File: config.mk
export PLATFORM = sky130hd
export DESIGN_NAME = isc_config_regs
export DESIGN_NICKNAME = d
export VERILOG_FILES = /design/src/rtl/isc_config_regs.v
export VERILOG_INCLUDE_DIRS = /design/src /design/src/rtl
export SDC_FILE = /design/constraint.sdc
export NUM_CORES = 1
export LEC_CHECK = 0
export ABC_AREA = 1
export BUFFER_PORTS_ARGS = -buffer_cell sky130_fd_sc_hd__clkbuf_2
export CAP_MARGIN = 30
export CORE_UTILIZATION = 50
export CTS_CLUSTER_SIZE = 30
export DETAILED_ROUTE_END_ITERATION = 10
export PLACE_DENSITY = 0.7
export SLEW_MARGIN = 20
export SYNTH_ARGS = -nofsm -noshare
export SYNTH_HDL_FRONTEND = slang
export SYNTH_SLANG_ARGS = --single-unit
File: constraint.sdc
create_clock -name i_clk -period 2.6 [get_ports i_clk]
set_clock_uncertainty 0.1 [all_clocks]
set_input_delay 0.26 -clock i_clk [delete_from_list [all_inputs] [get_ports i_clk]]
set_output_delay 0.26 -clock i_clk [all_outputs]
set_load 0.02 [all_outputs]
File: src/rtl/isc_defs.vh
// constants for the image sequencer configuration bank
// assumes inclusion by bare name from rtl/isc_config_regs.v
`ifndef ISC_DEFS_VH
`define ISC_DEFS_VH

`define ISC_ADR_CTRL 4'h0
`define ISC_ADR_COL 4'h1
`define ISC_ADR_ROW 4'h2
`define ISC_ADR_KCNT 4'h3
`define ISC_ADR_RES1 4'h4
`define ISC_ADR_RES2 4'h5
`define ISC_ADR_RES3 4'h6
`define ISC_ADR_FT 4'h7
`define ISC_ADR_VCAL 4'h8
`define ISC_ADR_VBLK 4'h9
`define ISC_ADR_VOFS 4'hA
`define ISC_ADR_AIN 4'hB
`define ISC_ADR_PGA 4'hC
`define ISC_ADR_TRL 4'hD
`define ISC_ADR_TRM 4'hE
`define ISC_ADR_TRH 4'hF

`define ISC_RST_CTRL 12'h029
`define ISC_RST_COL 12'h000
`define ISC_RST_ROW 12'h000
`define ISC_RST_KCNT 12'h0A0
`define ISC_RST_RES1 12'h002
`define ISC_RST_RES2 12'h000
`define ISC_RST_RES3 12'h000
`define ISC_RST_FT 12'h1E1
`define ISC_RST_VCAL 12'h04A
`define ISC_RST_VBLK 12'h06B
`define ISC_RST_VOFS 12'h055
`define ISC_RST_AIN 12'h0F0
`define ISC_RST_PGA 12'hFB0
`define ISC_RST_TRL 12'hADF
`define ISC_RST_TRM 12'h6DB
`define ISC_RST_TRH 12'h0DB

`define ISC_MSK_8 12'h0FF
`define ISC_MSK_9 12'h1FF
`define ISC_MSK_11 12'h7FF
`define ISC_MSK_12 12'hFFF

// timing_control field positions
`define ISC_B_MASTER 0
`define ISC_B_SKIP 1
`define ISC_B_GRAN_LO 2
`define ISC_B_GRAN_HI 3
`define ISC_B_AOUT 4
`define ISC_B_CALLINE 5
`define ISC_B_DUAL 6
`define ISC_B_TRIPLE 7
`define ISC_B_REVX 8
`define ISC_B_REVY 9
`define ISC_B_NDR 10

// serial word layout
`define ISC_W_ADR_HI 15
`define ISC_W_ADR_LO 12
`define ISC_W_DAT_HI 11
`define ISC_W_DAT_LO 0

`define ISC_DIV_LAST 2'h3
`define ISC_ROT_TICKS 8'h0A
`define ISC_FOT_TICKS 8'h20
`define ISC_LAST_ROW 9'h1DF
`define ISC_STEP_ONE 12'h001
`define ISC_STEP_TWO 12'h002

`endif

File: src/rtl/isc_config_regs.v
// configuration bank and readout sequencer of the image sensor
// assumes serial port and sequencer reset pins arrive unsynchronised
// and i_clk is the sensor input clock
//
// Summary of operation
// [RULE_01] sequencer advances once every four input clocks
// [RULE_02] master bit: 1 sequencer times all, 0 three pins time integration
// [RULE_03] row-skip reads one row, skips one, vertical only, default off
// [RULE_04] two-bit granularity code chosen by clock rate, default 10
// [RULE_05] controller writes registers only while frame valid is low
// [RULE_06] master and granularity change only while sequencer reset held
// [RULE_07] analog output enable bit, 1 on, reset 0
// [RULE_08] calibration per line when 1 (default), per frame when 0
// [RULE_09] dual slope on: extra reset at its position, else ignored
// [RULE_10] triple slope on: second extra reset at its position
// [RULE_11] horizontal reverse reads columns right to left
// [RULE_12] vertical reverse reads rows bottom to top
// [RULE_13] non-destructive readout bit, reset 0
// [RULE_14] first column is eight times column start, range 0 to 79
// [RULE_15] row start picks any line 0 to 479 as first row
// [RULE_16] kernel count 1 to 160, four pixels each per line
// [RULE_17] pixel reset high for value minus one line times, default 2
// [RULE_18] dual reset pulse after value minus one lines
// [RULE_19] triple reset pulse after value minus one lines
// [RULE_20] frame transfer after value minus one lines, ends integration
// [RULE_21] dac codes map inversely, 00 is 2.5V, FF is 0V
// [RULE_22] 16-bit word, top four bits address, low twelve data, load on enable
// [RULE_23] line counter starts 1, or 2 stepping two when skipping rows
// [RULE_24] control fields packed from bit 0 in the listed order

`timescale 1ns/1ps
`include "isc_defs.vh"

module isc_config_regs (
   input wire i_clk,
   input wire i_reset,
   input wire i_seq_reset_n,
   input wire i_spi_clk,
   input wire i_spi_data,
   input wire i_spi_enable,
   input wire [2:0] i_int_time,
   output wire [2:0] o_int_time,
   output wire [2:0] o_int_time_oe,
   output reg o_core_clk,
   output reg o_frame_valid,
   output reg o_line_valid,
   output reg [8:0] o_row_addr,
   output reg [9:0] o_col_addr,
   output reg o_pixel_reset,
   output reg o_dual_reset,
   output reg o_triple_reset,
   output reg o_transfer,
   output wire o_master,
   output wire [1:0] o_gran,
   output wire o_analog_out_en,
   output wire o_calib_every_line,
   output wire o_nondestructive,
   output wire [7:0] o_cal_dac,
   output wire [7:0] o_black_dac,
   output wire [7:0] o_shift_dac,
   output wire [11:0] o_adc_input_sel,
   output wire [11:0] o_amp_settings,
   output wire [32:0] o_adc_trim
);

   localparam S_FOT = 3'b001;
   localparam S_ROT = 3'b010;
   localparam S_READ = 3'b100;

   ////////////////////////////////////////////////////////////////////
   // pin synchronisers

   reg [2:0] sclk_q;
   reg [1:0] sdat_q;
   reg [2:0] sen_q;
   reg [1:0] srst_q;
   reg [2:0] int1_q;
   reg [1:0] int2_q;
   reg [1:0] int3_q;

   always @(posedge i_clk) begin
      if (i_reset) begin
         sclk_q <= 3'h0;
         sdat_q <= 2'h0;
         sen_q <= 3'h0;
         srst_q <= 2'h0;
         int1_q <= 3'h0;
         int2_q <= 2'h0;
         int3_q <= 2'h0;
      end else begin
         sclk_q <= {sclk_q[1:0], i_spi_clk};
         sdat_q <= {sdat_q[0], i_spi_data};
         sen_q <= {sen_q[1:0], i_spi_enable};
         srst_q <= {srst_q[0], i_seq_reset_n};
         int1_q <= {int1_q[1:0], i_int_time[0]};
         int2_q <= {int2_q[0], i_int_time[1]};
         int3_q <= {int3_q[0], i_int_time[2]};
      end
   end

   // edges use stages two and three only
   wire sclk_rise = sclk_q[1] & ~sclk_q[2];
   wire sen_rise = sen_q[1] & ~sen_q[2];
   wire seq_run = srst_q[1];
   wire int1_fall = ~int1_q[1] & int1_q[2];

   ////////////////////////////////////////////////////////////////////
   // serial word capture
   // oversampled at the system clock, so the serial clock must stay
   // well below half of i_clk for edges to be seen

   reg [15:0] shift_q;
   reg load_q;

   always @(posedge i_clk) begin
      if (i_reset) begin
         shift_q <= 16'h0000;
         load_q <= 1'b0;
      end else begin
         if (sclk_rise)
            shift_q <= {shift_q[14:0], sdat_q[1]};
         load_q <= sen_rise; // RULE_22
      end
   end

   wire [3:0] wr_adr = shift_q[`ISC_W_ADR_HI:`ISC_W_ADR_LO];
   wire [11:0] wr_dat = shift_q[`ISC_W_DAT_HI:`ISC_W_DAT_LO];

   ////////////////////////////////////////////////////////////////////
   // register array

   function [11:0] isc_rst;
      input [3:0] a;
      begin
         case (a)
            `ISC_ADR_CTRL: isc_rst = `ISC_RST_CTRL;
            `ISC_ADR_COL: isc_rst = `ISC_RST_COL;
            `ISC_ADR_ROW: isc_rst = `ISC_RST_ROW;
            `ISC_ADR_KCNT: isc_rst = `ISC_RST_KCNT;
            `ISC_ADR_RES1: isc_rst = `ISC_RST_RES1;
            `ISC_ADR_RES2: isc_rst = `ISC_RST_RES2;
            `ISC_ADR_RES3: isc_rst = `ISC_RST_RES3;
            `ISC_ADR_FT: isc_rst = `ISC_RST_FT;
            `ISC_ADR_VCAL: isc_rst = `ISC_RST_VCAL;
            `ISC_ADR_VBLK: isc_rst = `ISC_RST_VBLK;
            `ISC_ADR_VOFS: isc_rst = `ISC_RST_VOFS;
            `ISC_ADR_AIN: isc_rst = `ISC_RST_AIN;
            `ISC_ADR_PGA: isc_rst = `ISC_RST_PGA;
            `ISC_ADR_TRL: isc_rst = `ISC_RST_TRL;
            `ISC_ADR_TRM: isc_rst = `ISC_RST_TRM;
            default: isc_rst = `ISC_RST_TRH;
         endcase
      end
   endfunction

   function [11:0] isc_msk;
      input [3:0] a;
      begin
         case (a)
            `ISC_ADR_CTRL: isc_msk = `ISC_MSK_11;
            `ISC_ADR_ROW: isc_msk = `ISC_MSK_9;
            `ISC_ADR_TRH: isc_msk = `ISC_MSK_9;
            `ISC_ADR_COL: isc_msk = `ISC_MSK_8;
            `ISC_ADR_KCNT: isc_msk = `ISC_MSK_8;
            `ISC_ADR_VCAL: isc_msk = `ISC_MSK_8;
            `ISC_ADR_VBLK: isc_msk = `ISC_MSK_8;
            `ISC_ADR_VOFS: isc_msk = `ISC_MSK_8;
            default: isc_msk = `ISC_MSK_12;
         endcase
      end
   endfunction

   reg [11:0] regs_q [0:15];

   genvar gi;
   generate
      for (gi = 0; gi < 16; gi = gi + 1) begin : g_reg
         // a genvar cannot be part-selected, so size the address here
         localparam [3:0] ADR = gi;
         always @(posedge i_clk) begin
            if (i_reset)
               regs_q[gi] <= isc_rst(ADR);
            else if (load_q && wr_adr == ADR)
               regs_q[gi] <= wr_dat & isc_msk(ADR); // RULE_22
         end
      end
   endgenerate

   wire [11:0] ctrl = regs_q[`ISC_ADR_CTRL];
   wire [7:0] col_start = regs_q[`ISC_ADR_COL][7:0];
   wire [8:0] row_start = regs_q[`ISC_ADR_ROW][8:0];
   wire [7:0] kcount = regs_q[`ISC_ADR_KCNT][7:0];
   wire [11:0] res1_len = regs_q[`ISC_ADR_RES1];
   wire [11:0] res2_pos = regs_q[`ISC_ADR_RES2];
   wire [11:0] res3_pos = regs_q[`ISC_ADR_RES3];
   wire [11:0] ft_pos = regs_q[`ISC_ADR_FT];

   // RULE_24
   wire master = ctrl[`ISC_B_MASTER];
   wire row_skip = ctrl[`ISC_B_SKIP];
   wire dual_slope_on = ctrl[`ISC_B_DUAL];
   wire triple_slope_on = ctrl[`ISC_B_TRIPLE];
   wire rev_x = ctrl[`ISC_B_REVX];
   wire rev_y = ctrl[`ISC_B_REVY];

   assign o_master = master; // RULE_02
   assign o_gran = ctrl[`ISC_B_GRAN_HI:`ISC_B_GRAN_LO]; // RULE_04
   assign o_analog_out_en = ctrl[`ISC_B_AOUT]; // RULE_07
   assign o_calib_every_line = ctrl[`ISC_B_CALLINE]; // RULE_08
   assign o_nondestructive = ctrl[`ISC_B_NDR]; // RULE_13
   // codes pass straight to the dacs, whose output falls as code rises
   assign o_cal_dac = regs_q[`ISC_ADR_VCAL][7:0]; // RULE_21
   assign o_black_dac = regs_q[`ISC_ADR_VBLK][7:0]; // RULE_21
   assign o_shift_dac = regs_q[`ISC_ADR_VOFS][7:0];
   assign o_adc_input_sel = regs_q[`ISC_ADR_AIN];
   assign o_amp_settings = regs_q[`ISC_ADR_PGA];
   assign o_adc_trim = {regs_q[`ISC_ADR_TRH][8:0],
                        regs_q[`ISC_ADR_TRM],
                        regs_q[`ISC_ADR_TRL]};

   ////////////////////////////////////////////////////////////////////
   // core clock divider

   reg [1:0] div_q;

   always @(posedge i_clk) begin
      if (i_reset)
         div_q <= 2'h0;
      else
         div_q <= div_q + 2'h1; // RULE_01
   end

   wire tick = (div_q == `ISC_DIV_LAST); // RULE_01

   always @(posedge i_clk) begin
      if (i_reset)
         o_core_clk <= 1'b0;
      else
         o_core_clk <= div_q[1];
   end

   ////////////////////////////////////////////////////////////////////
   // readout sequencer

   reg [2:0] state_q;
   reg [7:0] cnt_q;
   reg [11:0] line_q;
   reg [8:0] ridx_q;
   reg [7:0] kidx_q;
   reg slave_ft_q;

   wire [11:0] step = row_skip ? `ISC_STEP_TWO : `ISC_STEP_ONE; // RULE_03
   wire [11:0] line_nx = line_q + step;
   wire last_k = ({1'b0, kidx_q} + 9'h001 >= {1'b0, kcount}); // RULE_16
   // master compares line count, slave waits for the integration pin
   wire ft_hit = master ? (line_nx >= ft_pos) : slave_ft_q; // RULE_20

   always @(posedge i_clk) begin
      if (i_reset || !seq_run) begin
         state_q <= S_FOT;
         cnt_q <= 8'h00;
         line_q <= `ISC_STEP_ONE;
         ridx_q <= 9'h000;
         kidx_q <= 8'h00;
         slave_ft_q <= 1'b0;
      end else begin
         if (int1_fall)
            slave_ft_q <= 1'b1;
         if (tick) begin
            case (state_q)
               S_FOT: begin
                  if (cnt_q + 8'h01 >= `ISC_FOT_TICKS) begin
                     state_q <= S_ROT;
                     cnt_q <= 8'h00;
                     line_q <= step; // RULE_23
                     ridx_q <= 9'h000;
                     slave_ft_q <= int1_fall;
                  end else
                     cnt_q <= cnt_q + 8'h01;
               end
               S_ROT: begin
                  if (cnt_q + 8'h01 >= `ISC_ROT_TICKS) begin
                     state_q <= S_READ;
                     cnt_q <= 8'h00;
                     kidx_q <= 8'h00;
                  end else
                     cnt_q <= cnt_q + 8'h01;
               end
               S_READ: begin
                  if (last_k) begin
                     line_q <= line_nx; // RULE_23
                     ridx_q <= ridx_q + step[8:0]; // RULE_03
                     state_q <= ft_hit ? S_FOT : S_ROT;
                  end else
                     kidx_q <= kidx_q + 8'h01;
               end
               default: begin
                  state_q <= S_FOT;
                  cnt_q <= 8'h00;
               end
            endcase
         end
      end
   end

   wire in_fot = (state_q == S_FOT);
   wire line_start = tick && state_q == S_ROT && cnt_q == 8'h00;

   // addresses; callers keep start plus window inside the array
   wire [8:0] row_fwd = row_start + ridx_q; // RULE_15
   wire [8:0] row_rev = `ISC_LAST_ROW - row_fwd; // RULE_12
   wire [9:0] col_base = {col_start[6:0], 3'h0}; // RULE_14
   wire [7:0] kpos = rev_x ? (kcount - 8'h01 - kidx_q) : kidx_q; // RULE_11

   ////////////////////////////////////////////////////////////////////
   // integration timing and outputs

   wire m_pix_rst = ~in_fot && line_q < res1_len; // RULE_17
   wire m_int2 = dual_slope_on && ~in_fot && line_q >= res2_pos; // RULE_09
   wire m_int3 = triple_slope_on && ~in_fot && line_q >= res3_pos; // RULE_10

   assign o_int_time = {m_int3, m_int2, ~in_fot & ~m_pix_rst};
   assign o_int_time_oe = {3{master}}; // RULE_02

   always @(posedge i_clk) begin
      if (i_reset) begin
         o_frame_valid <= 1'b0;
         o_line_valid <= 1'b0;
         o_row_addr <= 9'h000;
         o_col_addr <= 10'h000;
         o_pixel_reset <= 1'b1;
         o_dual_reset <= 1'b0;
         o_triple_reset <= 1'b0;
         o_transfer <= 1'b0;
      end else begin
         o_frame_valid <= seq_run && ~in_fot;
         o_line_valid <= seq_run && state_q == S_READ;
         o_row_addr <= rev_y ? row_rev : row_fwd; // RULE_12
         o_col_addr <= col_base + {kpos[7:0], 2'h0}; // RULE_16
         if (master) begin
            o_pixel_reset <= m_pix_rst; // RULE_17
            o_dual_reset <= line_start && dual_slope_on
                            && line_q == res2_pos; // RULE_18
            o_triple_reset <= line_start && triple_slope_on
                              && line_q == res3_pos; // RULE_19
         end else begin
            o_pixel_reset <= ~int1_q[1]; // RULE_02
            o_dual_reset <= dual_slope_on & ~int2_q[1];
            o_triple_reset <= triple_slope_on & ~int3_q[1];
         end
         o_transfer <= tick && state_q == S_READ && last_k && ft_hit; // RULE_20
      end
   end

endmodule

==> impl_results.md, run 1 <==
* Status: finished, violations left
* Violated checks: negative setup slack
* CTS clk-pin slew, worst paths at 0.07 ns
* Clock buffer depth at 3
* Reg2Reg Depth at 20
* Max VDD drop at between 0.7 and 0.8 mV
* Die Span X at around 160 µm
* Slew @ Worst Pin at 0.839 ns
* R2r setup slk at -0.23 ns
* Die height at 163 µm
* R2r endpoint: state_q[0]
* Worst r2r src: regs_q[0][1]
* Site Rows at 58
* Worst hold path class: input pin to flip-flop
* Pre-antenna DRT Iters at 5
* Final net count at 1,744
* CP arrival at about 3.1 ns
* Hold endpoint: sdat_q[1]
* GRT overflow at 0
* Clock latency on the worst-skew pair at 0.57 ns
* RSZ-0062 raised after global routing: true
* Port Buf Inserts at around 130
* Final worst setup slack at -0.227 ns
* Placed inst area at 14,300 µm²
* Final ANT Viol Nets at 0
* Hold depth at 3
* Unique masters post-synth at 42
* Cell at the slowest stage of the critical path: edfxtp_1
* Synthesized area per cell at 8.94 µm²
* Setup TNS at -0.680 ns
* Synth Warn # at 0
* Cell Pwr Density at 601 nW/µm²
* Post-synth top flop: edfxtp_1
* First-pass GRT wire length at 51.1 mm
* Hold Fails Final Rpt at 0
* Ys async rst share at 0
* Setup crit end kind: flip-flop
* Routed wire length per instance at 16.9 µm
* Number of max-cap violations at 0
* Routed vias at 10,360
* Core ar. at 25,300 µm²
* Critical path's top delay family: simple AND/OR/NAND/NOR gates
* Initial drt markers at 795
* Initial Util at 0.512
* Sequential fraction of the synthesis area at 0.538
* Num CTS Buffers at 28
* Final setup fails at 4
* ANT cells at 0
* Crit-path max cell delay at 0.43 ns
* CTS H-tree lvls at 1
* Post-layout util at 0.637
* Most instantiated library cell after synthesis: nand2_1
* Cells along the critical path: inv_2 > ha_4 > fa_2 > nand2_2 > nor2_1 > a31oi_1 > nor2_1 > ha_1 > nand2_2 > inv_1 > nand2_1 > nand2_1 > nand2_1 > nand4_1 > nand2_1 > nand2_1 > nand2_2 > nand2_1 > nand2_1 > nand3_1
* Die area at roughly 26,000 µm²
* Final Wtd Congestion at between 0.8 and 0.9
* Critical Path Fanout Max at 4
* DP Wirelength at roughly 23 mm
* Final worst path period share at 1.09
* Most frequent CP cell: nand2_1
* CP startpoint kind: flip-flop
* Filler cells at just over 2,000
* CTS root buf: clkbuf_16
* Via density at 5.19
* WP buf/inv at 2
* Cells after Synth at 1,445
* Area delta synth->final at 24.5%
* Final Max Tran Viols at 0
* Setup Crit Path Kind: flip-flop to flip-flop
* Seq cells post-synth at 265
* CTS sink count at about 270
* Initial antenna violation count at 0
* Min Clock Period, post-route at 2.83 ns
* Final WL at 33.8 mm
* Worst rel slew slack at 0.440
* Post-synth top cells: nand2_1 (276), nor2_1 (236), inv_1 (205)
* Vias in the first global route at between 9,000 and 10,000
* Residual DRC count at 0
* Share of cells above drive strength 1 at 0.222
* CTS tree: yes
* EDFF count, synth at 164
* Critical Path RT at 2.90 ns
* Ranking of synthesized cells by area: edfxtp_1 (38%), dfxtp_1 (16%), ha_1 (8.2%)
* Pre-CTS WS at -0.244 ns
* Fmax at 354 MHz
* Area leader, netlist: edfxtp_1
* Largest net degree at the start of global routing at 50
* Tot GR Track Use at 0.249
* Synthesized cell area at 12,900 µm²
* Hold_sp: i_reset
* Leakage Power at between 0.006 and 0.007 µW
* Ports at 128
* Post-synth top area share at 0.381
* Fin area at 16,100 µm²
state kept, by name, summed over array words and instances, names as in the netlist, 2 cells and up:
name	count
sen_q	3
srst_q	2
o_col_addr	8
div_q	2
line_q	12
sclk_q	3
o_row_addr	9
shift_q	16
int1_q	3
sdat_q	2
kidx_q	8
cnt_q	8
ridx_q	9
int3_q	2
state_q	3
regs_q	164
int2_q	2
metal layers:
| metal | wire (µm) | track usage | up-vias |
|---|---|---|---|
| met5 | 0 | 0 | - |
| met4 | 810 | 0.0777 | 0 |
| met3 | 2630 | 0.0588 | 62 |
| met2 | 16000 | 0.415 | 352 |
| met1 | 14300 | 0.320 | 4860 |
| li1 | - | - | 5086 |
worst max path at each step:
stage             startpoint             to  cells after the start
2_1_floorplan   regs_q[0][1]     state_q[1]                     21
3_3_place_gp   regs_q[0][38]  o_col_addr[9]                     14
3_5_place_dp    regs_q[0][1]     o_transfer                     19
4_1_cts         regs_q[0][1]     state_q[0]                     21
5_1_grt         regs_q[0][1]     state_q[0]                     20
6_report        regs_q[0][1]     state_q[0]                     20
tightest hold or removal path: cells and delay by family:
family        cells  cell delay, ns
buf+inv           2            0.40
simple gates      1            0.15
cell usage in the layout (no fill, tap or decap), drive strengths merged, types with 4 or more instances in the layout:
cell type / synthesis / final
nand2: 280 / 280
nor2: 241 / 241
inv: 211 / 210
edfxtp: 164 / 164
clkbuf: 30 / 154
dfxtp: 101 / 101
buf: 21 / 91
ha: 85 / 85
a21oi: 81 / 81
nand3: 62 / 62
o21ai: 47 / 47
nand4: 35 / 35
xor2: 23 / 23
clkinv: 10 / 19
nor3: 16 / 16
bufinv: 0 / 8
dlygate4sd3: 0 / 7
nand3b: 5 / 5
fa: 5 / 5
clkinvlp: 0 / 4
o21bai: 4 / 4
kinds of logic after synthesis:
group,count (synthesis),synth area share
AO/OA/AOI/OAI,147,0.0613
adder cells (fa/ha/maj),90,0.0901
flip-flops,265,0.538
other,1,0.000290
buffers and inverters,272,0.0838
AND/OR/NAND/NOR,644,0.209
XOR/XNOR,26,0.0176
power breakdown:
part           switching, µW  internal, µW  total, µW
Clock                   1720          2790       4510
Combinational            383           171        554
Sequential              47.4          4550       4600
final cells by class:
type | count | area, µm² | area share
Sequential cell | 265 | 6960 | 0.433
Multi-Input combinational cell | 909 | 5370 | 0.334
Timing Repair Buffer | 220 | 1450 | 0.0902
Inverter | 221 | 836 | 0.0520
Clock buffer | 32 | 716 | 0.0445
Tap cell | 330 | 413 | 0.0257
Clock inverter | 20 | 343 | 0.0213
timing repair:
action                     in CTS  in global routing
hold endpoints to repair        7                  0
resized for setup              30                 83
pin swaps                       9                 33
buffers inserted                6                 12
hold buffers                    7                  0
cloned                          0                  0
setup endpoints to repair      13                 40
metrics by stage:
step                      hold WS [ns]  total power [µW]  std cells
after global routing             0.193              9920       1997
after CTS                        0.159              9670       1985
after global placement           0.279              5180       1920
after detailed placement         0.287              5190       1920
final                            0.180              9670       1997
after floorplan                  0.267              5000       1446
(Power assumes the default switching activity.)
==> inputs of run 2 (changes only) <==
Settings changed: SETUP_SLACK_MARGIN from default to 0.02.
==> impl_results.md, run 2 (synthesis results as in run 1) <==
* Pre-CTS WS at -0.135 ns (+0.109 ns)
* Tot GR Track Use at 0.250 (+0.000584)
* Power Total at 9320 µW (-3.5%)
* Fin area at 16,200 µm² (+0.58%)
* Worst hold path class: input pin to flip-flop
* R2r setup slk at -0.18 ns (+0.05 ns)
* CTS H-tree lvls at 1 (unchanged)
* Largest net degree at the start of global routing at 50 (unchanged)
* Pre-antenna DRT Iters at 5 (unchanged)
* Hold endpoint: sen_q[2]
* Violated checks: negative setup slack
* CTS tree: yes
* Commonest non-fill, non-tap cells in the layout: nand2_1 (266), nor2_1 (229), inv_1 (196), edfxtp_1 (164), clkbuf_2 (122)
* Routed vias at 10,511 (+1.5%)
* Status: finished, violations left
* R2r endpoint: state_q[0]
* Final setup fails at 13 (+9)
* Fmax at 360 MHz (+1.7%)
* Commonest non-fill, non-tap cell in the layout: nand2_1
* Routed wire length per instance at 17.1 µm (+1.2%)
* CTS sink count at 265 (unchanged)
* Site Rows at 58 (unchanged)
* Core ar. at 25,300 µm² (unchanged)
* Min Clock Period, post-route at 2.78 ns (-0.0484 ns)
* Via density at 5.24 (+1.1%)
* Slew @ Worst Pin at 0.880 ns (+0.0405 ns)
* Cell Pwr Density at 576 nW/µm² (-4.1%)
* Setup crit end kind: flip-flop
* Port Buf Inserts at 125 (unchanged)
* Final net count at 1,752 (+0.46%)
* Max VDD drop at 0.535 mV (-28%)
* Vias in the first global route at 9,993 (+0.37%)
* Top reg by flops: regs_q
* CTS clk-pin slew, worst paths at 0.06 ns (about the same)
* Critical Path RT at 2.91 ns (about the same)
* Worst r2r src: regs_q[0][1]
* Area delta synth->final at 25.2%
* Ports at 128 (unchanged)
* Initial Util at 0.512 (unchanged)
* Final Wtd Congestion at 0.904 (+1.8%)
* Final Max Tran Viols at 0 (unchanged)
* Residual DRC count at 0 (unchanged)
* Hold depth at 3 (unchanged)
* Hold Fails Final Rpt at 0 (unchanged)
* Final WL at 34.3 mm (+1.6%)
* Initial antenna violation count at 0 (unchanged)
* Final worst path period share at 1.07 (-0.0186)
* DP Wirelength at 22.9 mm (+0.72%)
* Number of max-cap violations at 0 (unchanged)
* Post-layout util at 0.641 (+0.00372)
* Regs by FF count: regs_q x164, shift_q x16, line_q x12
* RSZ-0062 raised after global routing: true
* CP arrival at 3.09 ns (-0.03 ns)
* CTS root buf: clkbuf_16
* GRT overflow at 0 (unchanged)
* Initial drt markers at 901 (+13%)
* Die height at 163 µm (unchanged)
* Reg2Reg Depth at 21 (+5.0%)
* Placed inst area at 14,400 µm² (+0.42%)
* Largest register FFs at 164 (unchanged)
* Clock buffer depth at 3 (unchanged)
* Clock latency on the worst-skew pair at 0.57 ns (about the same)
* Critical Path Fanout Max at 4 (unchanged)
* Setup TNS at -0.869 ns (-0.189 ns)
* Leakage Power at 0.00679 µW (+1.1%)
* CP startpoint kind: flip-flop
* Die Span X at 163 µm (unchanged)
* Worst rel slew slack at 0.413 (-0.0271)
* Num CTS Buffers at 28 (unchanged)
* Final worst setup slack at -0.178 ns (+0.0484 ns)
* ANT cells at 0 (unchanged)
* Hold_sp: i_reset
* Die area at 26,500 µm² (unchanged)
* Setup Crit Path Kind: flip-flop to flip-flop
* Final ANT Viol Nets at 0 (unchanged)
* Share of cells above drive strength 1 at 0.224 (+0.00192)
* First-pass GRT wire length at 51.0 mm (-0.14%)
run 2: worst max-delay path by stage:
stage | startpoint | endpoint | slack, ns | cells after the start
detailed placement | regs_q[0][1] | state_q[0] | -0.14 | 16
floorplan | regs_q[0][1] | state_q[1] | -0.03 | 21
global route | regs_q[0][1] | state_q[0] | -0.42 | 21
global placement | kidx_q[1] | o_col_addr[9] | -0.09 | 15
CTS | regs_q[0][1] | state_q[0] | -0.1 | 22
finish | regs_q[0][1] | state_q[0] | -0.18 | 21
run 2: area by class of cell:
type,count,area [µm²]
fillers,2038,9070
flip-flops and latches,265,6960
multi-input cells,909,5440
repair buffers,228,1560
inverters,221,836
clock buffers,43,827
well taps,330,413
clock inverters,9,150
run 2: power breakdown:
group / leakage (µW) / switching (µW) / total, µW / internal (µW)
combinational: 0.00399 / 386 / 555 / 170
sequential: 0.00232 / 48.1 / 4600 / 4550
clock: 0.000478 / 1670 / 4170 / 2500
run 2: per-layer routing:
metal,vias to the layer above,part of all wire,GRT usage
met2,384,0.48,0.422
met5,-,0,0
met4,0,0.032,0.0854
met3,78,0.073,0.0532
li1,5097,-,-
met1,4952,0.41,0.316
run 2: worst max-delay path, cell delays in order (launching register included):
cell and delay [ns]:
edfxtp_1 0.45, inv_2 0.12, ha_4 0.15, fa_2 0.23, nand2_2 0.08, inv_2 0.08
nand2_4 0.07, nor3_4 0.13, xor2_1 0.22, ha_1 0.27, nand2_2 0.09, nor2_4 0.05
nand2_1 0.05, nor2_1 0.04, nand2_1 0.06, nand4_1 0.07, nand2_1 0.08, nand2_1 0.07
nand2_2 0.08, nand2_1 0.05, nand2_1 0.05, nand3_1 0.05
run 2: per-stage QoR:
step,hold WS [ns],instances
final,0.168,2005
after floorplan,0.267,1446
after detailed placement,0.287,1928
after global routing,0.181,2005
after CTS,0.157,1994
after global placement,0.278,1928
run 2: what timing repair did:
item / 4_1_cts / 5_1_grt
resized for setup: 43 / 79
pin swaps: 12 / 32
hold endpoints to repair: 7 / 0
endpoints found under the setup margin: 32 / 38
cloned: 2 / 0
hold buffers: 7 / 0
buffers inserted: 6 / 12
==> inputs of run 3 (changes only) <==
Settings changed: PLACE_DENSITY 0.7 to 0.72.
==> impl_results.md, run 3 (synthesis results as in run 1) <==
* Share of cells above drive strength 1 at 0.256 (+0.0319)
* Num CTS Buffers at 27 (-3.6%)
* Die area at 26,500 µm² (unchanged)
* CP arrival at 3.17 ns (+0.08 ns)
* Core ar. at 25,300 µm² (unchanged)
* Port Buf Inserts at 125 (unchanged)
* CTS sink count at 265 (unchanged)
* Residual DRC count at 0 (unchanged)
* Initial drt markers at 738 (-18%)
* Seq. cell area at 6960 µm² (about the same)
* Initial Util at 0.512 (unchanged)
* Regs by FF count: regs_q x164, shift_q x16, line_q x12
* Violated checks: negative setup slack
* First-pass GRT wire length at 51.4 mm (+0.65%)
* Setup Crit Path Kind: flip-flop to flip-flop
* Initial antenna violation count at 0 (unchanged)
* Pre-antenna DRT Iters at 5 (unchanged)
* CTS root buf: clkbuf_16
* Min Clock Period, post-route at 2.81 ns (+0.0356 ns)
* CTS H-tree lvls at 1 (unchanged)
* Status: finished, violations left
* DP Wirelength at 22.5 mm (-1.9%)
* Dpl cells at 1,920 (-0.41%)
* Routed vias at 10,494 (-0.16%)
* Area of the multi-input gates at 5570 µm² (+2.5%)
* Final worst setup slack at -0.214 ns (-0.0356 ns)
* Area delta synth->final at 26.4%
* Critical Path RT at 2.96 ns (+0.05 ns)
* Clock buffer depth at 3 (unchanged)
* Largest net degree at the start of global routing at 46 (-8.0%)
* Final Max Tran Viols at 0 (unchanged)
* Filler cells at 1,972 (-3.2%)
* Worst hold path class: input pin to flip-flop
* ANT cells at 0 (unchanged)
* Power Total at 9290 µW (-0.36%)
* Top reg by flops: regs_q
* Die Span X at 163 µm (unchanged)
* Final ANT Viol Nets at 0 (unchanged)
* Tot GR Track Use at 0.247 (-0.00291)
* CTS tree: yes
* Final worst path period share at 1.08 (+0.0137)
* Final net count at 1,755 (+0.17%)
* Leakage Power at 0.00683 µW (+0.58%)
* Final setup fails at 27 (+14)
* Final Non-Filler Cells at 2,007 (+0.10%)
* Site Rows at 58 (unchanged)
* Ports at 128 (unchanged)
* CP startpoint kind: flip-flop
* CTS clk-pin slew, worst paths at 0.06 ns (about the same)
* Setup crit end kind: flip-flop
* Final Wtd Congestion at 0.899 (-0.53%)
* Die height at 163 µm (unchanged)
* Routed wire length per instance at 16.9 µm (-1.2%)
* Max VDD drop at 0.627 mV (+17%)
* Vias in the first global route at 10,167 (+1.7%)
* GRT overflow at 0 (unchanged)
* Clock latency on the worst-skew pair at 0.56 ns (about the same)
* Critical Path Fanout Max at 7 (+3)
* Number of max-cap violations at 0 (unchanged)
* Final WL at 33.9 mm (-1.1%)
* Slew @ Worst Pin at 0.816 ns (-0.0642 ns)
* Fin Hold WS at 0.0705 ns (-0.0971 ns)
* Largest register FFs at 164 (unchanged)
* Via density at 5.23 (-0.26%)
* Commonest non-fill, non-tap cell in the layout: nand2_1
* RSZ-0062 raised after global routing: true
* Fmax at 355 MHz (-1.3%)
* Cell Pwr Density at 569 nW/µm² (-1.3%)
* Setup TNS at -3.66 ns (-2.80 ns)
* Worst rel slew slack at 0.453 (+0.0401)
* Commonest non-fill, non-tap cells in the layout: nand2_1 (253), nor2_1 (222), inv_1 (187), edfxtp_1 (164), clkbuf_2 (122)
* Hold Fails Final Rpt at 0 (unchanged)
-- run 3: changes by cell type in the layout (fill, tap and decap cells not counted), sizes merged --
cell	delta
bufinv	-1
nand2	+1
clkinv	+1
inv	+3
buf	+1
clkbuf	-3
-- run 3: final timing paths --
| check | start | end | slack, ns | depth (start not counted) |
|---|---|---|---|---|
| hold reg to reg | sen_q[2] | load_q | 0.29 | 1 |
| setup reg to reg | kidx_q[0] | line_q[4] | -0.21 | 17 |
| setup / recovery | kidx_q[0] | line_q[4] | -0.21 | 17 |
| hold / removal | i_reset | regs_q[1][43] | 0.07 | 3 |
-- run 3: repair_timing --
item / 4_1_cts / 5_1_grt
pin swaps: 14 / 33
hold buffers: 7 / 0
endpoints found under the setup margin: 37 / 39
hold endpoints to repair: 7 / 0
cloned: 0 / 4
gates resized for setup: 38 / 135
setup buffers: 11 / 17
-- run 3: worst max-delay path, stage by stage, from the launching register on --
cell	delay [ns]
dfxtp_2	0.36
inv_4	0.05
buf_4	0.13
nor3_4	0.18
nand2_1	0.15
o21ai_0	0.25
inv_1	0.10
ha_1	0.29
o211a_1	0.14
nand2_1	0.05
nand2_1	0.06
nand2_2	0.07
nand3_4	0.10
buf_12	0.13
nand3_4	0.12
clkbuf_16	0.22
a21oi_1	0.14
nor2_1	0.05
-- run 3: area by class of cell --
cell class	count	share of cell area
well taps	330	0.0253
multi-input cells	910	0.341
flip-flops and latches	265	0.426
inverters	221	0.0510
clock buffers	38	0.0509
repair buffers	231	0.0969
clock inverters	12	0.00835
-- run 3: metal layers --
layer  wire length [µm]  global-route usage  vias to the layer above
met1              14000               0.316                     4962
met4                941              0.0697                        0
li1                   -                   -                     5110
met3               2520              0.0481                       70
met2              16400               0.423                      352
met5                  0             0.00568                        -
-- run 3: where the power goes --
part,switching [µW],internal [µW]
clock network,1690,2450
logic,384,166
registers,46.9,4550
-- run 3: metrics by stage --
| step | setup slack [ns] | instance area (µm²) | util |
|---|---|---|---|
| 2_1_floorplan | -0.0302 | 13000 | - |
| 3_3_place_gp | -0.137 | 14300 | 0.567 |
| 5_1_grt | -0.449 | 16300 | 0.647 |
| 3_5_place_dp | -0.178 | 14300 | 0.567 |
| 4_1_cts | -0.117 | 15600 | 0.619 |
| 6_report | -0.214 | 16300 | 0.647 |
